### src/rtl/drive_remote_io_defines.svh
`ifndef DRIVE_REMOTE_IO_DEFINES_SVH
`define DRIVE_REMOTE_IO_DEFINES_SVH
// Command word count and slot positions
`define CMD_WORDS 20
`define INSTR_SLOTS 6
`define INSTR_W0 5'h02
`define INSTR_W1 5'h0A
`define INSTR_W2 5'h0C
`define INSTR_W3 5'h0E
`define INSTR_W4 5'h10
`define INSTR_W5 5'h12
// Codes with this upper byte reply an error but are still issued to the drive core
`define INSTR_BAD_HI 8'hFF
`define REPLY_OK 16'h0000
`define REPLY_ERR 16'h0001
// User-defined write window
`define USER_FIRST 5'h04
`define USER_COUNT 4'hE
`define USER_LAST_IDX 4'hD
// Response bound and clock period
`define USER_WR_MAX_NS 100000000
`define CLK_PERIOD_NS 4
// Function select width and "no function" code
`define SEL_W 4
`define SEL_NONE 4'h0
`endif

### src/rtl/drive_remote_io_pkg.sv
package drive_remote_io_pkg;
   // Fault handling sequence
   typedef enum logic [1:0] {
      F_OK,
      F_TRIPPED,
      F_RESETTING
   } fault_state_type;

   // Drive-to-master status bits
   typedef struct packed {
      logic fwd_running_flag;
      logic rev_running_flag;
      logic running_output_bit;
      logic at_speed_bit;
      logic overload_warn_bit;
      logic freq_detect_bit;
      logic fault_output_bit;
      logic gp_out0_bit;
      logic gp_out1_bit;
      logic gp_out2_bit;
      logic fault_status_flag;
      logic instr_exec_done;
   } status_type;

   // One write toward the drive core
   typedef struct packed {
      logic valid;
      logic [15:0] index;
      logic [15:0] data;
   } write_type;

   // Whole block state
   typedef struct packed {
      logic prev_exec;
      logic instr_busy;
      logic [2:0] instr_slot;
      logic [5:0][15:0] reply;
      write_type instr_cmd;
      logic user_busy;
      logic [3:0] user_idx;
      write_type param_wr;
      logic [15:0] op_freq;
      fault_state_type fault_st;
      logic drive_reset;
      logic [15:0] net_func;
      status_type status;
   } state_type;
endpackage

### src/rtl/drive_remote_io_handshake.sv
`timescale 1ns/1ps
`include "drive_remote_io_defines.svh"
module drive_remote_io_handshake #(
   parameter int unsigned USER_WR_MAX_CYC =
      `USER_WR_MAX_NS / `CLK_PERIOD_NS
) (
   input wire logic clk,
   input wire logic rst_n,
   // Cyclic update strobe, one cycle per received frame
   input wire logic update_strobe,
   input wire logic instr_exec_request,
   input wire logic fault_reset_request,
   input wire logic user_param_write_request,
   input wire logic freq_ram_write_cmd,
   input wire logic spare_net_in3,
   input wire logic spare_net_in4,
   input wire logic spare_net_in5,
   input wire logic [19:0][15:0] command_word,
   // Index selections for the fourteen user words
   input wire logic [13:0][15:0] index_select,
   // Operation source allows network control
   input wire logic net_ctrl_allowed,
   // Drive core conditions
   input wire logic fwd_rotating,
   input wire logic rev_rotating,
   input wire logic speed_reached,
   input wire logic overload_alarm,
   input wire logic protective_trip,
   input wire logic [15:0] func_src,
   // Output and input assignment selects
   input wire logic [`SEL_W-1:0] run_sel,
   input wire logic [`SEL_W-1:0] fdet_sel,
   input wire logic [`SEL_W-1:0] fault_sel,
   input wire logic [2:0][`SEL_W-1:0] gp_sel,
   input wire logic [2:0][`SEL_W-1:0] spare_in_sel,
   // Results toward master and drive core
   output drive_remote_io_pkg::status_type status,
   output logic [5:0][15:0] reply_word,
   output drive_remote_io_pkg::write_type instr_cmd,
   output drive_remote_io_pkg::write_type param_wr,
   output logic [15:0] op_freq,
   output logic drive_reset,
   output logic [15:0] net_func
);
   drive_remote_io_pkg::state_type st;
   drive_remote_io_pkg::state_type next_st;
   // Update-qualified exec edge and raw spare network bits
   logic exec_rise;
   logic [2:0] spare_in;

   // Command word holding instruction code for a slot
   function automatic logic [4:0] slot_word(input logic [2:0] s);
      case (s)
         3'h0: slot_word = `INSTR_W0;
         3'h1: slot_word = `INSTR_W1;
         3'h2: slot_word = `INSTR_W2;
         3'h3: slot_word = `INSTR_W3;
         3'h4: slot_word = `INSTR_W4;
         default: slot_word = `INSTR_W5;
      endcase
   endfunction

   // Pick a function source, code zero gives none
   function automatic logic pick(input logic [`SEL_W-1:0] sel,
                                 input logic [15:0] src);
      pick = (sel == `SEL_NONE) ? 1'b0 : src[sel];
   endfunction

   assign exec_rise = update_strobe && instr_exec_request &&
                      !st.prev_exec;
   assign spare_in = {spare_net_in5, spare_net_in4, spare_net_in3};

   // Next-state logic for the whole block
   always_comb begin
      logic [4:0] w;
      logic [4:0] uw;
      w = slot_word(st.instr_slot);
      uw = 5'(`USER_FIRST + 5'(st.user_idx));
      next_st = st;
      next_st.instr_cmd.valid = 1'b0;
      next_st.param_wr.valid = 1'b0;
      next_st.drive_reset = 1'b0;
      // Remember request level at each update
      if (update_strobe) begin
         next_st.prev_exec = instr_exec_request;
      end
      // Request low drops completion
      if (update_strobe && !instr_exec_request) begin
         next_st.status.instr_exec_done = 1'b0;
      end
      // Fresh edge starts the slot walk
      if (exec_rise) begin
         next_st.instr_busy = 1'b1;
         next_st.instr_slot = 3'h0;
         next_st.status.instr_exec_done = 1'b0;
      end else if (st.instr_busy) begin
         // Issue one slot per cycle
         next_st.instr_cmd.valid = 1'b1;
         next_st.instr_cmd.index = command_word[w];
         next_st.instr_cmd.data = command_word[5'(w + 5'h01)];
         if (command_word[w][15:8] == `INSTR_BAD_HI) begin
            next_st.reply[st.instr_slot] = `REPLY_ERR;
         end else begin
            next_st.reply[st.instr_slot] = `REPLY_OK;
         end
         if (st.instr_slot == 3'(`INSTR_SLOTS - 1)) begin
            next_st.instr_busy = 1'b0;
            next_st.status.instr_exec_done = 1'b1;
         end else begin
            next_st.instr_slot = 3'(st.instr_slot + 3'h1);
         end
      end
      // User words sweep, started on a requested update only when idle
      if (st.user_busy) begin
         next_st.param_wr.valid = 1'b1;
         next_st.param_wr.index = index_select[st.user_idx];
         next_st.param_wr.data = command_word[uw];
         if (st.user_idx == `USER_LAST_IDX) begin
            next_st.user_busy = 1'b0;
         end else begin
            next_st.user_idx = 4'(st.user_idx + 4'h1);
         end
      end else if (update_strobe && user_param_write_request) begin
         next_st.user_busy = 1'b1;
         next_st.user_idx = 4'h0;
      end
      // Held RAM frequency command
      if (update_strobe && freq_ram_write_cmd && net_ctrl_allowed) begin
         next_st.op_freq = command_word[1];
      end
      // Spare inputs drive their assigned functions
      if (update_strobe) begin
         next_st.net_func = '0;
         for (int i = 0; i < 3; i++) begin
            if (spare_in_sel[i] != `SEL_NONE && spare_in[i] &&
                net_ctrl_allowed) begin
               next_st.net_func[spare_in_sel[i]] = 1'b1;
            end
         end
      end
      // Fault sequence, a trip always wins
      case (st.fault_st)
         drive_remote_io_pkg::F_OK: begin
            if (protective_trip) begin
               next_st.fault_st = drive_remote_io_pkg::F_TRIPPED;
               next_st.status.fault_status_flag = 1'b1;
            end
         end
         drive_remote_io_pkg::F_TRIPPED: begin
            if (update_strobe && fault_reset_request &&
                !protective_trip) begin
               next_st.fault_st = drive_remote_io_pkg::F_RESETTING;
               next_st.drive_reset = 1'b1;
            end
         end
         drive_remote_io_pkg::F_RESETTING: begin
            if (protective_trip) begin
               next_st.fault_st = drive_remote_io_pkg::F_TRIPPED;
            end else begin
               next_st.fault_st = drive_remote_io_pkg::F_OK;
               next_st.status.fault_status_flag = 1'b0;
            end
         end
         default: begin
            next_st.fault_st = drive_remote_io_pkg::F_OK;
         end
      endcase
      // Direction and fixed status bits
      next_st.status.fwd_running_flag =
         fwd_rotating && !rev_rotating;
      next_st.status.rev_running_flag =
         rev_rotating && !fwd_rotating;
      next_st.status.at_speed_bit = speed_reached;
      next_st.status.overload_warn_bit = overload_alarm;
      // Assignable status bits
      next_st.status.running_output_bit = pick(run_sel, func_src);
      next_st.status.freq_detect_bit = pick(fdet_sel, func_src);
      next_st.status.fault_output_bit = pick(fault_sel, func_src);
      next_st.status.gp_out0_bit = pick(gp_sel[0], func_src);
      next_st.status.gp_out1_bit = pick(gp_sel[1], func_src);
      next_st.status.gp_out2_bit = pick(gp_sel[2], func_src);
   end

   // State register
   always_ff @(posedge clk or negedge rst_n) begin
      if (!rst_n) begin
         st <= '0;
      end else begin
         st <= next_st;
      end
   end

   // Outputs straight from the state flops
   assign status = st.status;
   assign reply_word = st.reply;
   assign instr_cmd = st.instr_cmd;
   assign param_wr = st.param_wr;
   assign op_freq = st.op_freq;
   assign drive_reset = st.drive_reset;
   assign net_func = st.net_func;

   // Cycles since user write sweep began
   logic [31:0] user_age;
   always_ff @(posedge clk or negedge rst_n) begin
      if (!rst_n) begin
         user_age <= 32'h0;
      end else if (!st.user_busy) begin
         user_age <= 32'h0;
      end else begin
         user_age <= 32'(user_age + 32'h1);
      end
   end

   exec_walk_a: assert property (
      @(posedge clk) disable iff (!rst_n)
      exec_rise |=> st.instr_busy ##0 !instr_cmd.valid ##1
         instr_cmd.valid [*6])
      else $error("slot walk did not issue six commands");
   exec_done_a: assert property (
      @(posedge clk) disable iff (!rst_n)
      exec_rise |-> ##8 status.instr_exec_done ||
         (update_strobe && !instr_exec_request) || exec_rise)
      else $error("completion missing after slot walk");
   reply_err_a: assert property (
      @(posedge clk) disable iff (!rst_n)
      st.instr_busy && command_word[slot_word(st.instr_slot)][15:8]
         == `INSTR_BAD_HI && !exec_rise |=>
      reply_word[$past(st.instr_slot)] != `REPLY_OK)
      else $error("failed slot replied zero");
   fault_clear_a: assert property (
      @(posedge clk) disable iff (!rst_n)
      drive_reset && !protective_trip |=> !status.fault_status_flag)
      else $error("fault flag not cleared after reset");
   user_sweep_a: assert property (
      @(posedge clk) disable iff (!rst_n)
      $rose(st.user_busy) |=> param_wr.valid [*8])
      else $error("parameter sweep stalled");
   user_bound_a: assert property (
      @(posedge clk) disable iff (!rst_n)
      user_age < 32'(USER_WR_MAX_CYC))
      else $error("parameter write exceeded response bound");
   freq_apply_a: assert property (
      @(posedge clk) disable iff (!rst_n)
      update_strobe && freq_ram_write_cmd && net_ctrl_allowed |=>
      op_freq == $past(command_word[1]))
      else $error("set frequency not applied");
   dir_excl_a: assert property (
      @(posedge clk) disable iff (!rst_n)
      status.fwd_running_flag |->
         !status.rev_running_flag && $past(fwd_rotating) &&
         !$past(rev_rotating))
      else $error("forward flag without forward-only rotation");
   done_clear_a: assert property (
      @(posedge clk) disable iff (!rst_n)
      update_strobe && !instr_exec_request |=> !status.instr_exec_done)
      else $error("completion stayed high after request dropped");
   trip_flag_a: assert property (
      @(posedge clk) disable iff (!rst_n)
      protective_trip |=> status.fault_status_flag)
      else $error("trip did not raise fault flag");
endmodule

### config.mk
export PLATFORM = sky130hd
export DESIGN_NAME = drive_remote_io_handshake
export DESIGN_NICKNAME = d
export VERILOG_FILES = /design/src/rtl/drive_remote_io_pkg.sv /design/src/rtl/drive_remote_io_handshake.sv
export VERILOG_INCLUDE_DIRS = /design/src /design/src/rtl
export SDC_FILE = /design/constraint.sdc
export NUM_CORES = 1
export LEC_CHECK = 0
export BUFFER_PORTS_ARGS = -buffer_cell sky130_fd_sc_hd__buf_2
export CORE_AREA = 5 5 318 320
export DETAILED_ROUTE_END_ITERATION = 10
export DIE_AREA = 0 0 323 325
export SLEW_MARGIN = 20
export SYNTH_ARGS = -nofsm -noshare
export SYNTH_HDL_FRONTEND = slang
export SYNTH_SLANG_ARGS = --single-unit
### constraint.sdc
create_clock -name clk -period 2.9 [get_ports clk]
set_input_delay 0.725 -clock clk [delete_from_list [all_inputs] [get_ports clk]]
set_output_delay 0.725 -clock clk [all_outputs]
set_load 0.01 [all_outputs]
==> out/results.ini, run 1 <==
[detailed_routing]
drt-initial-drc-count=1349
final_antenna_net_count=0
via_per_inst=4.47
dr.pass1.iters=5
drc=0
drt-total-wl_um=99400
wire_per_inst_um=28.5
via_count=15600

[placement]
finalWeightedCongestion=0.958
placed_area_um2=21700
dp_hpwl_um=85000
port_buffers=817

[floorplanning]
io_pins=819
fp.dieW_um=323
die_h_um=325
core_area_um2=97800
die-area_um2=105000
initial_core_util_pct=17.4
rows=115

[cells_and_area]
design_area_um2=23200
post-route-util_pct=23.7
area_growth_pct=35.8
drive_gt1_share_pct=59.6
fin_nets=2776

[synth]
syn_area_per_cell_um2=11.4
ys_warn_count=0
synth-main-ff-cell=dfrtp_1
synth_top_cell_by_area=dfrtp_1
post_synth_num_cell_types=45
syn_inst=1498
async_flop_share_pct=100
syn-num-nets=2118
synth-seq-cells=219
ys_seq_area_share_pct=32.1
synth_top_area_share_pct=32.1
synth_area_um2=17100
synth_edf_count=0
synth_area_leaders=dfrtp_1, mux4_2, buf_4

[critical_path]
critPathKind=flip-flop to flip-flop
worstPathMaxFanout=6
endpoint_kind=flip-flop
cp.required_ns=3.42
startpoint_type=flip-flop
cp_data_arrival_time_ns=3.37

[timing]
period_share_pct=98.2
skew_ns=0.0391
tightest_slew_ns=0.960
slew_headroom_pct=35.9
drv_slew=0
setup_viol=0
max_freq_ghz=0.351
hold_viol=0
rsz0062_at_grt=yes
min_period_ns=2.85

[clocking]
cts.sinks=219
cts_max_path_buffers=3
path_clk_slew_ns=0.07
cts_buffers=29
cts_tree=done
h-tree-depth=1
insertion_delay_ns=0.60
cts_root_buf=clkbuf_16

[grt]
grt_antenna_before_repair=75
grt_max_degree=62
grt_remaining_overflow=0
track_usage_pct=18.0
grt_first_pass_wirelength_um=133000
grt_pass1_vias=15700

[status]
status=complete, no violations

[job]
maxCapViolations=0

[min_path]
min_path_type=input port to async pin

[pwr]
p_leak_nw=10.7
peakVddDrop_uv=487
powerDensity_nw_per_um2=981

-- kinds of logic (layout without fill, tap and decap cells) --
| family | Yosys count | count (layout) | synth area share (%) |
|---|---|---|---|
| xor+xnor | 2 | 2 | 0.103 |
| buf+inv | 339 | 1017 | 12.6 |
| fa+ha+maj | 8 | 8 | 0.587 |
| simple gates | 373 | 373 | 10.5 |
| flops | 219 | 219 | 32.1 |
| other cells | 0 | 24 | 0 |
| compound gates | 204 | 205 | 7.27 |
| mux | 353 | 353 | 36.9 |
-- cell usage after synthesis, types with 8 or more instances --
cell type / instances
nor2b_1: 33
nand2_1: 63
a22oi_1: 37
mux4_2: 216
buf_4: 211
buf_1: 8
mux2i_1: 91
ha_1: 8
mux2_2: 46
o22ai_1: 24
dfrtp_1: 219
inv_1: 29
a21oi_1: 82
a31oi_1: 24
nor2_1: 164
nand2b_1: 11
buf_2: 41
o21ai_0: 15
and2_1: 61
or3_1: 11
clkbuf_1: 46
-- per-layer routing --
layer,vias up,wire length (um),global-route usage [%]
li1,6765,-,-
met2,888,42000,26.5
met1,7804,42500,25.2
met5,-,176,0
met4,26,2560,4.41
met3,121,12100,6.63
-- stage by stage --
stage	TNS [ns]	std cells	total power, mW	hold slack, ns	setup slack, ns
final	0	3488	22.7	0.0760	0.0530
after global routing	-0.00399	3467	24.2	0.0921	-0.00399
after CTS	0	3455	22.8	0.0575	0.0296
after detailed placement	-1.26	3382	18.4	0.465	-0.214
after global placement	-0.721	3382	18.3	0.463	-0.130
after floorplan	0	1498	13.4	0.420	0.269
-- report_power, final --
group	leakage (nW)	switching [mW]	internal [mW]
registers	2.78	0.572	3.75
logic	7.47	7.81	6.80
clock network	0.477	1.56	2.26
total	10.7	9.94	12.8
-- worst max-delay path: stages (launching register included) --
cell     delay, ns
dfrtp_2       0.45
ha_4          0.20
buf_6         0.11
or2_4         0.22
a32o_4        0.31
buf_12        0.15
buf_4         0.13
mux2i_1       0.11
or3_4         0.33
a22oi_2       0.27
nand4_4       0.14
buf_12        0.17
mux2i_1       0.14
-- layout by cell type, fill, tap and decap left out, types with 23 or more instances in the layout --
cell type	n
mux2_2	46
nor2b_1	33
buf_2	816
a31oi_1	24
a22oi_1	27
mux2i_1	88
inv_1	25
o22ai_1	23
a21oi_1	79
mux4_2	216
buf_4	96
and2_1	61
nor2_1	164
diode_2	24
nand2_1	63
dfrtp_1	213
clkbuf_16	29
-- layout make-up --
type | count | area [um2]
fill | 10500 | 74700
multi-input combinational | 941 | 9710
sequential | 219 | 5490
timing repair buffer | 935 | 5210
tap | 1287 | 1610
clock buffer | 36 | 782
clock inverter | 16 | 199
inverter | 30 | 113
antenna | 24 | 60.1
-- what timing repair did --
item / 4_1_cts / 5_1_grt
cloned: 1 / 0
endpoints found under the setup margin: 23 / 26
hold buffers: 0 / 0
setup buffers: 21 / 9
pin swaps: 14 / 6
resized for setup: 26 / 20
-- sequential cells by signal, summed over array words and instances, names as in the netlist, named ones only --
| signal | cells |
|---|---|
| net_func | 16 |
| param_wr | 33 |
| status | 12 |
| reply_word | 90 |
| drive_reset | 1 |
| st | 12 |
| op_freq | 16 |
| instr_cmd | 33 |
-- path summary, 6_finish.rpt --
kind	startpoint	endpoint	slack (ns)	cells after the start
setup / recovery	st[215]	flip-flop	0.05	12
hold / removal	rst_n	reply_word[29]	0.08	1
setup reg to reg	st[215]	flip-flop	0.05	12
hold reg to reg	flip-flop	flip-flop	0.47	2
max in group asynchronous	rst_n	instr_cmd[10]	2.04	2
min in group clk	speed_reached	status[8]	0.23	1
Power figures use the tool's default switching activity.
==> inputs of run 2 (changes only) <==
ABC_AREA = 1   (was not set)
CELL_PAD_IN_SITES_DETAIL_PLACEMENT = 1   (was not set)
CELL_PAD_IN_SITES_GLOBAL_PLACEMENT = 2   (was not set)
CORE_AREA = 5 5 317 319   (was 5 5 318 320)
DIE_AREA = 0 0 322 324   (was 0 0 323 325)
PLACE_DENSITY_LB_ADDON = 0.1   (was not set)
==> out/results.ini, run 2 <==
[synth]
yosysMostFrequentCell=o21ai_0
synth_area_um2=18300
post_synth_num_cell_types=44
synth_area_leaders=dfrtp_1, o21ai_0, buf_4
synth_top_cell_by_area=dfrtp_1
syn_inst=2837
synth-seq-cells=219
synth_edf_count=0
ys_warn_count=0
syn-num-nets=3457
synth-main-ff-cell=dfrtp_1
ys_seq_area_share_pct=29.9
async_flop_share_pct=100
synth_top_area_share_pct=29.9
syn_area_per_cell_um2=6.45
ys_top_cells_by_count=o21ai_0, nand2_1, nor2_1, inv_1, a21oi_1

[timing]
hold_viol=0
min_period_ns=2.74
drv_slew=0
skew_ns=0.0229
max_freq_ghz=0.365
tightest_slew_ns=0.735
setup_viol=0
period_share_pct=94.5
hold_ws_ns=0.0650
slew_headroom_pct=50.7

[clocking]
cts_buffers=31
cts_tree=done
path_clk_slew_ns=0.06
insertion_delay_ns=0.64
postCtsHoldBufs=0
cts.sinks=219
h-tree-depth=1
cts_max_path_buffers=3
cts_root_buf=clkbuf_16

[detailed_routing]
drt-total-wl_um=124000
via_count=22200
via_per_inst=4.71
wire_per_inst_um=26.3
drt-initial-drc-count=964
final_antenna_net_count=0
drc=0
dr.pass1.iters=5

[cells_and_area]
drive_gt1_share_pct=29.4
design_area_um2=23900
fillers=12300
layout_common_cells=buf_2, o21ai_0, nand2_1, nor2_1, inv_1
instances_no_fill=4722
largest_reg_flops=90
fin_nets=3990
layout_commonest_cell=buf_2
area_growth_pct=30.6

[floorplanning]
core_area_um2=97600
initial_core_util_pct=18.8
die_h_um=324
die-area_um2=104000
io_pins=819
fp.dieW_um=322
rows=115

[grt]
grt_antenna_before_repair=83
grt_first_pass_wirelength_um=172000
grt_remaining_overflow=0
grt_max_degree=121
grt_pass1_vias=23600
track_usage_pct=22.3

[critical_path]
cp.required_ns=3.46
worstPathMaxFanout=40
startpoint_type=flip-flop
r2r_slack_ns=0.16
cp_data_arrival_time_ns=3.30
r2r_cells=15
endpoint_kind=flip-flop
critPathKind=flip-flop to flip-flop

[placement]
placed_area_um2=22500
post-place-cells=4615
port_buffers=817
finalWeightedCongestion=0.895
dp_hpwl_um=99100

[status]
status=complete, no violations

[pwr]
peakVddDrop_uv=652
powerDensity_nw_per_um2=1180
p_leak_nw=12.1

[job]
maxCapViolations=0

[min_path]
min_path_type=input port to async pin

## run 2: routing by layer
| layer | vias to the layer above | wire length (um) | global-route usage [%] |
|---|---|---|---|
| li1 | 10400 | - | - |
| met1 | 10900 | 46500 | 24.4 |
| met2 | 673 | 66800 | 43.5 |
| met3 | 197 | 6650 | 4.45 |
| met4 | 26 | 3930 | 6.43 |
| met5 | - | 161 | 0 |
## run 2: worst paths after layout
kind	to	start
worst max-delay path	instr_cmd[7]	st[214]
worst min-delay path	async pin	rst_n
worst max register to register	instr_cmd[7]	st[214]
worst min register to register	reply_word[47]	reply_word[47]
max in group asynchronous	param_wr[24]	rst_n
min in group clk	status[8]	speed_reached
## run 2: critical path, stage by stage, from the launching register on
cell and delay [ns]:
dfrtp_1 0.42, ha_1 0.24, ha_1 0.19, inv_1 0.07
nand2_1 0.12, nor2_8 0.18, buf_12 0.13, nand2_4 0.08
buf_4 0.17, clkbuf_16 0.22, a21oi_1 0.14, o21ai_1 0.08
o211ai_1 0.11, nand3_2 0.20, buf_4 0.20, a21oi_1 0.11
## run 2: cell type report
class | instances | area [um2] | area share (%)
clock inverters | 14 | 180 | 0.754
inverters | 285 | 1090 | 4.55
diodes | 41 | 103 | 0.429
clock buffers | 43 | 921 | 3.85
multi-input cells | 1925 | 9400 | 39.3
well taps | 1287 | 1610 | 6.74
flip-flops and latches | 219 | 5490 | 23.0
repair buffers | 908 | 5110 | 21.4
## run 2: power by group
| group | leakage (nW) | internal, mW | switching (mW) |
|---|---|---|---|
| combinational | 8.81 | 6.13 | 13.2 |
| clock | 0.542 | 2.48 | 1.68 |
| sequential | 2.79 | 3.99 | 0.642 |
| total | 12.1 | 12.6 | 15.6 |
## run 2: timing repair
item | in CTS | in global routing
resized for setup | 1 | 8
cloned | 0 | 2
setup buffers | 0 | 7
pin swaps | 1 | 2
setup endpoints to repair | 7 | 28
## run 2: cells by family after synthesis
family | count (synthesis) | synth area share [%]
AOI/OAI and AO/OA | 951 | 28.8
xor gates and xnor gates | 1 | 0.0479
adders and majority gates | 8 | 0.547
buffers and inverters | 694 | 19.0
DFF | 219 | 29.9
and+or+nand+nor | 964 | 21.7
## run 2: per-stage QoR
stage	setup TNS, ns	utilization (%)	worst slack, ns	power [mW]
after floorplan	0	-	0.639	16.1
after global placement	0	23.1	0.0386	23.9
after detailed placement	0	23.1	0.00956	24.1
after CTS	0	24.2	0.0294	28.5
after global routing	-0.00613	24.5	-0.00398	30.4
final	0	24.5	0.158	28.2
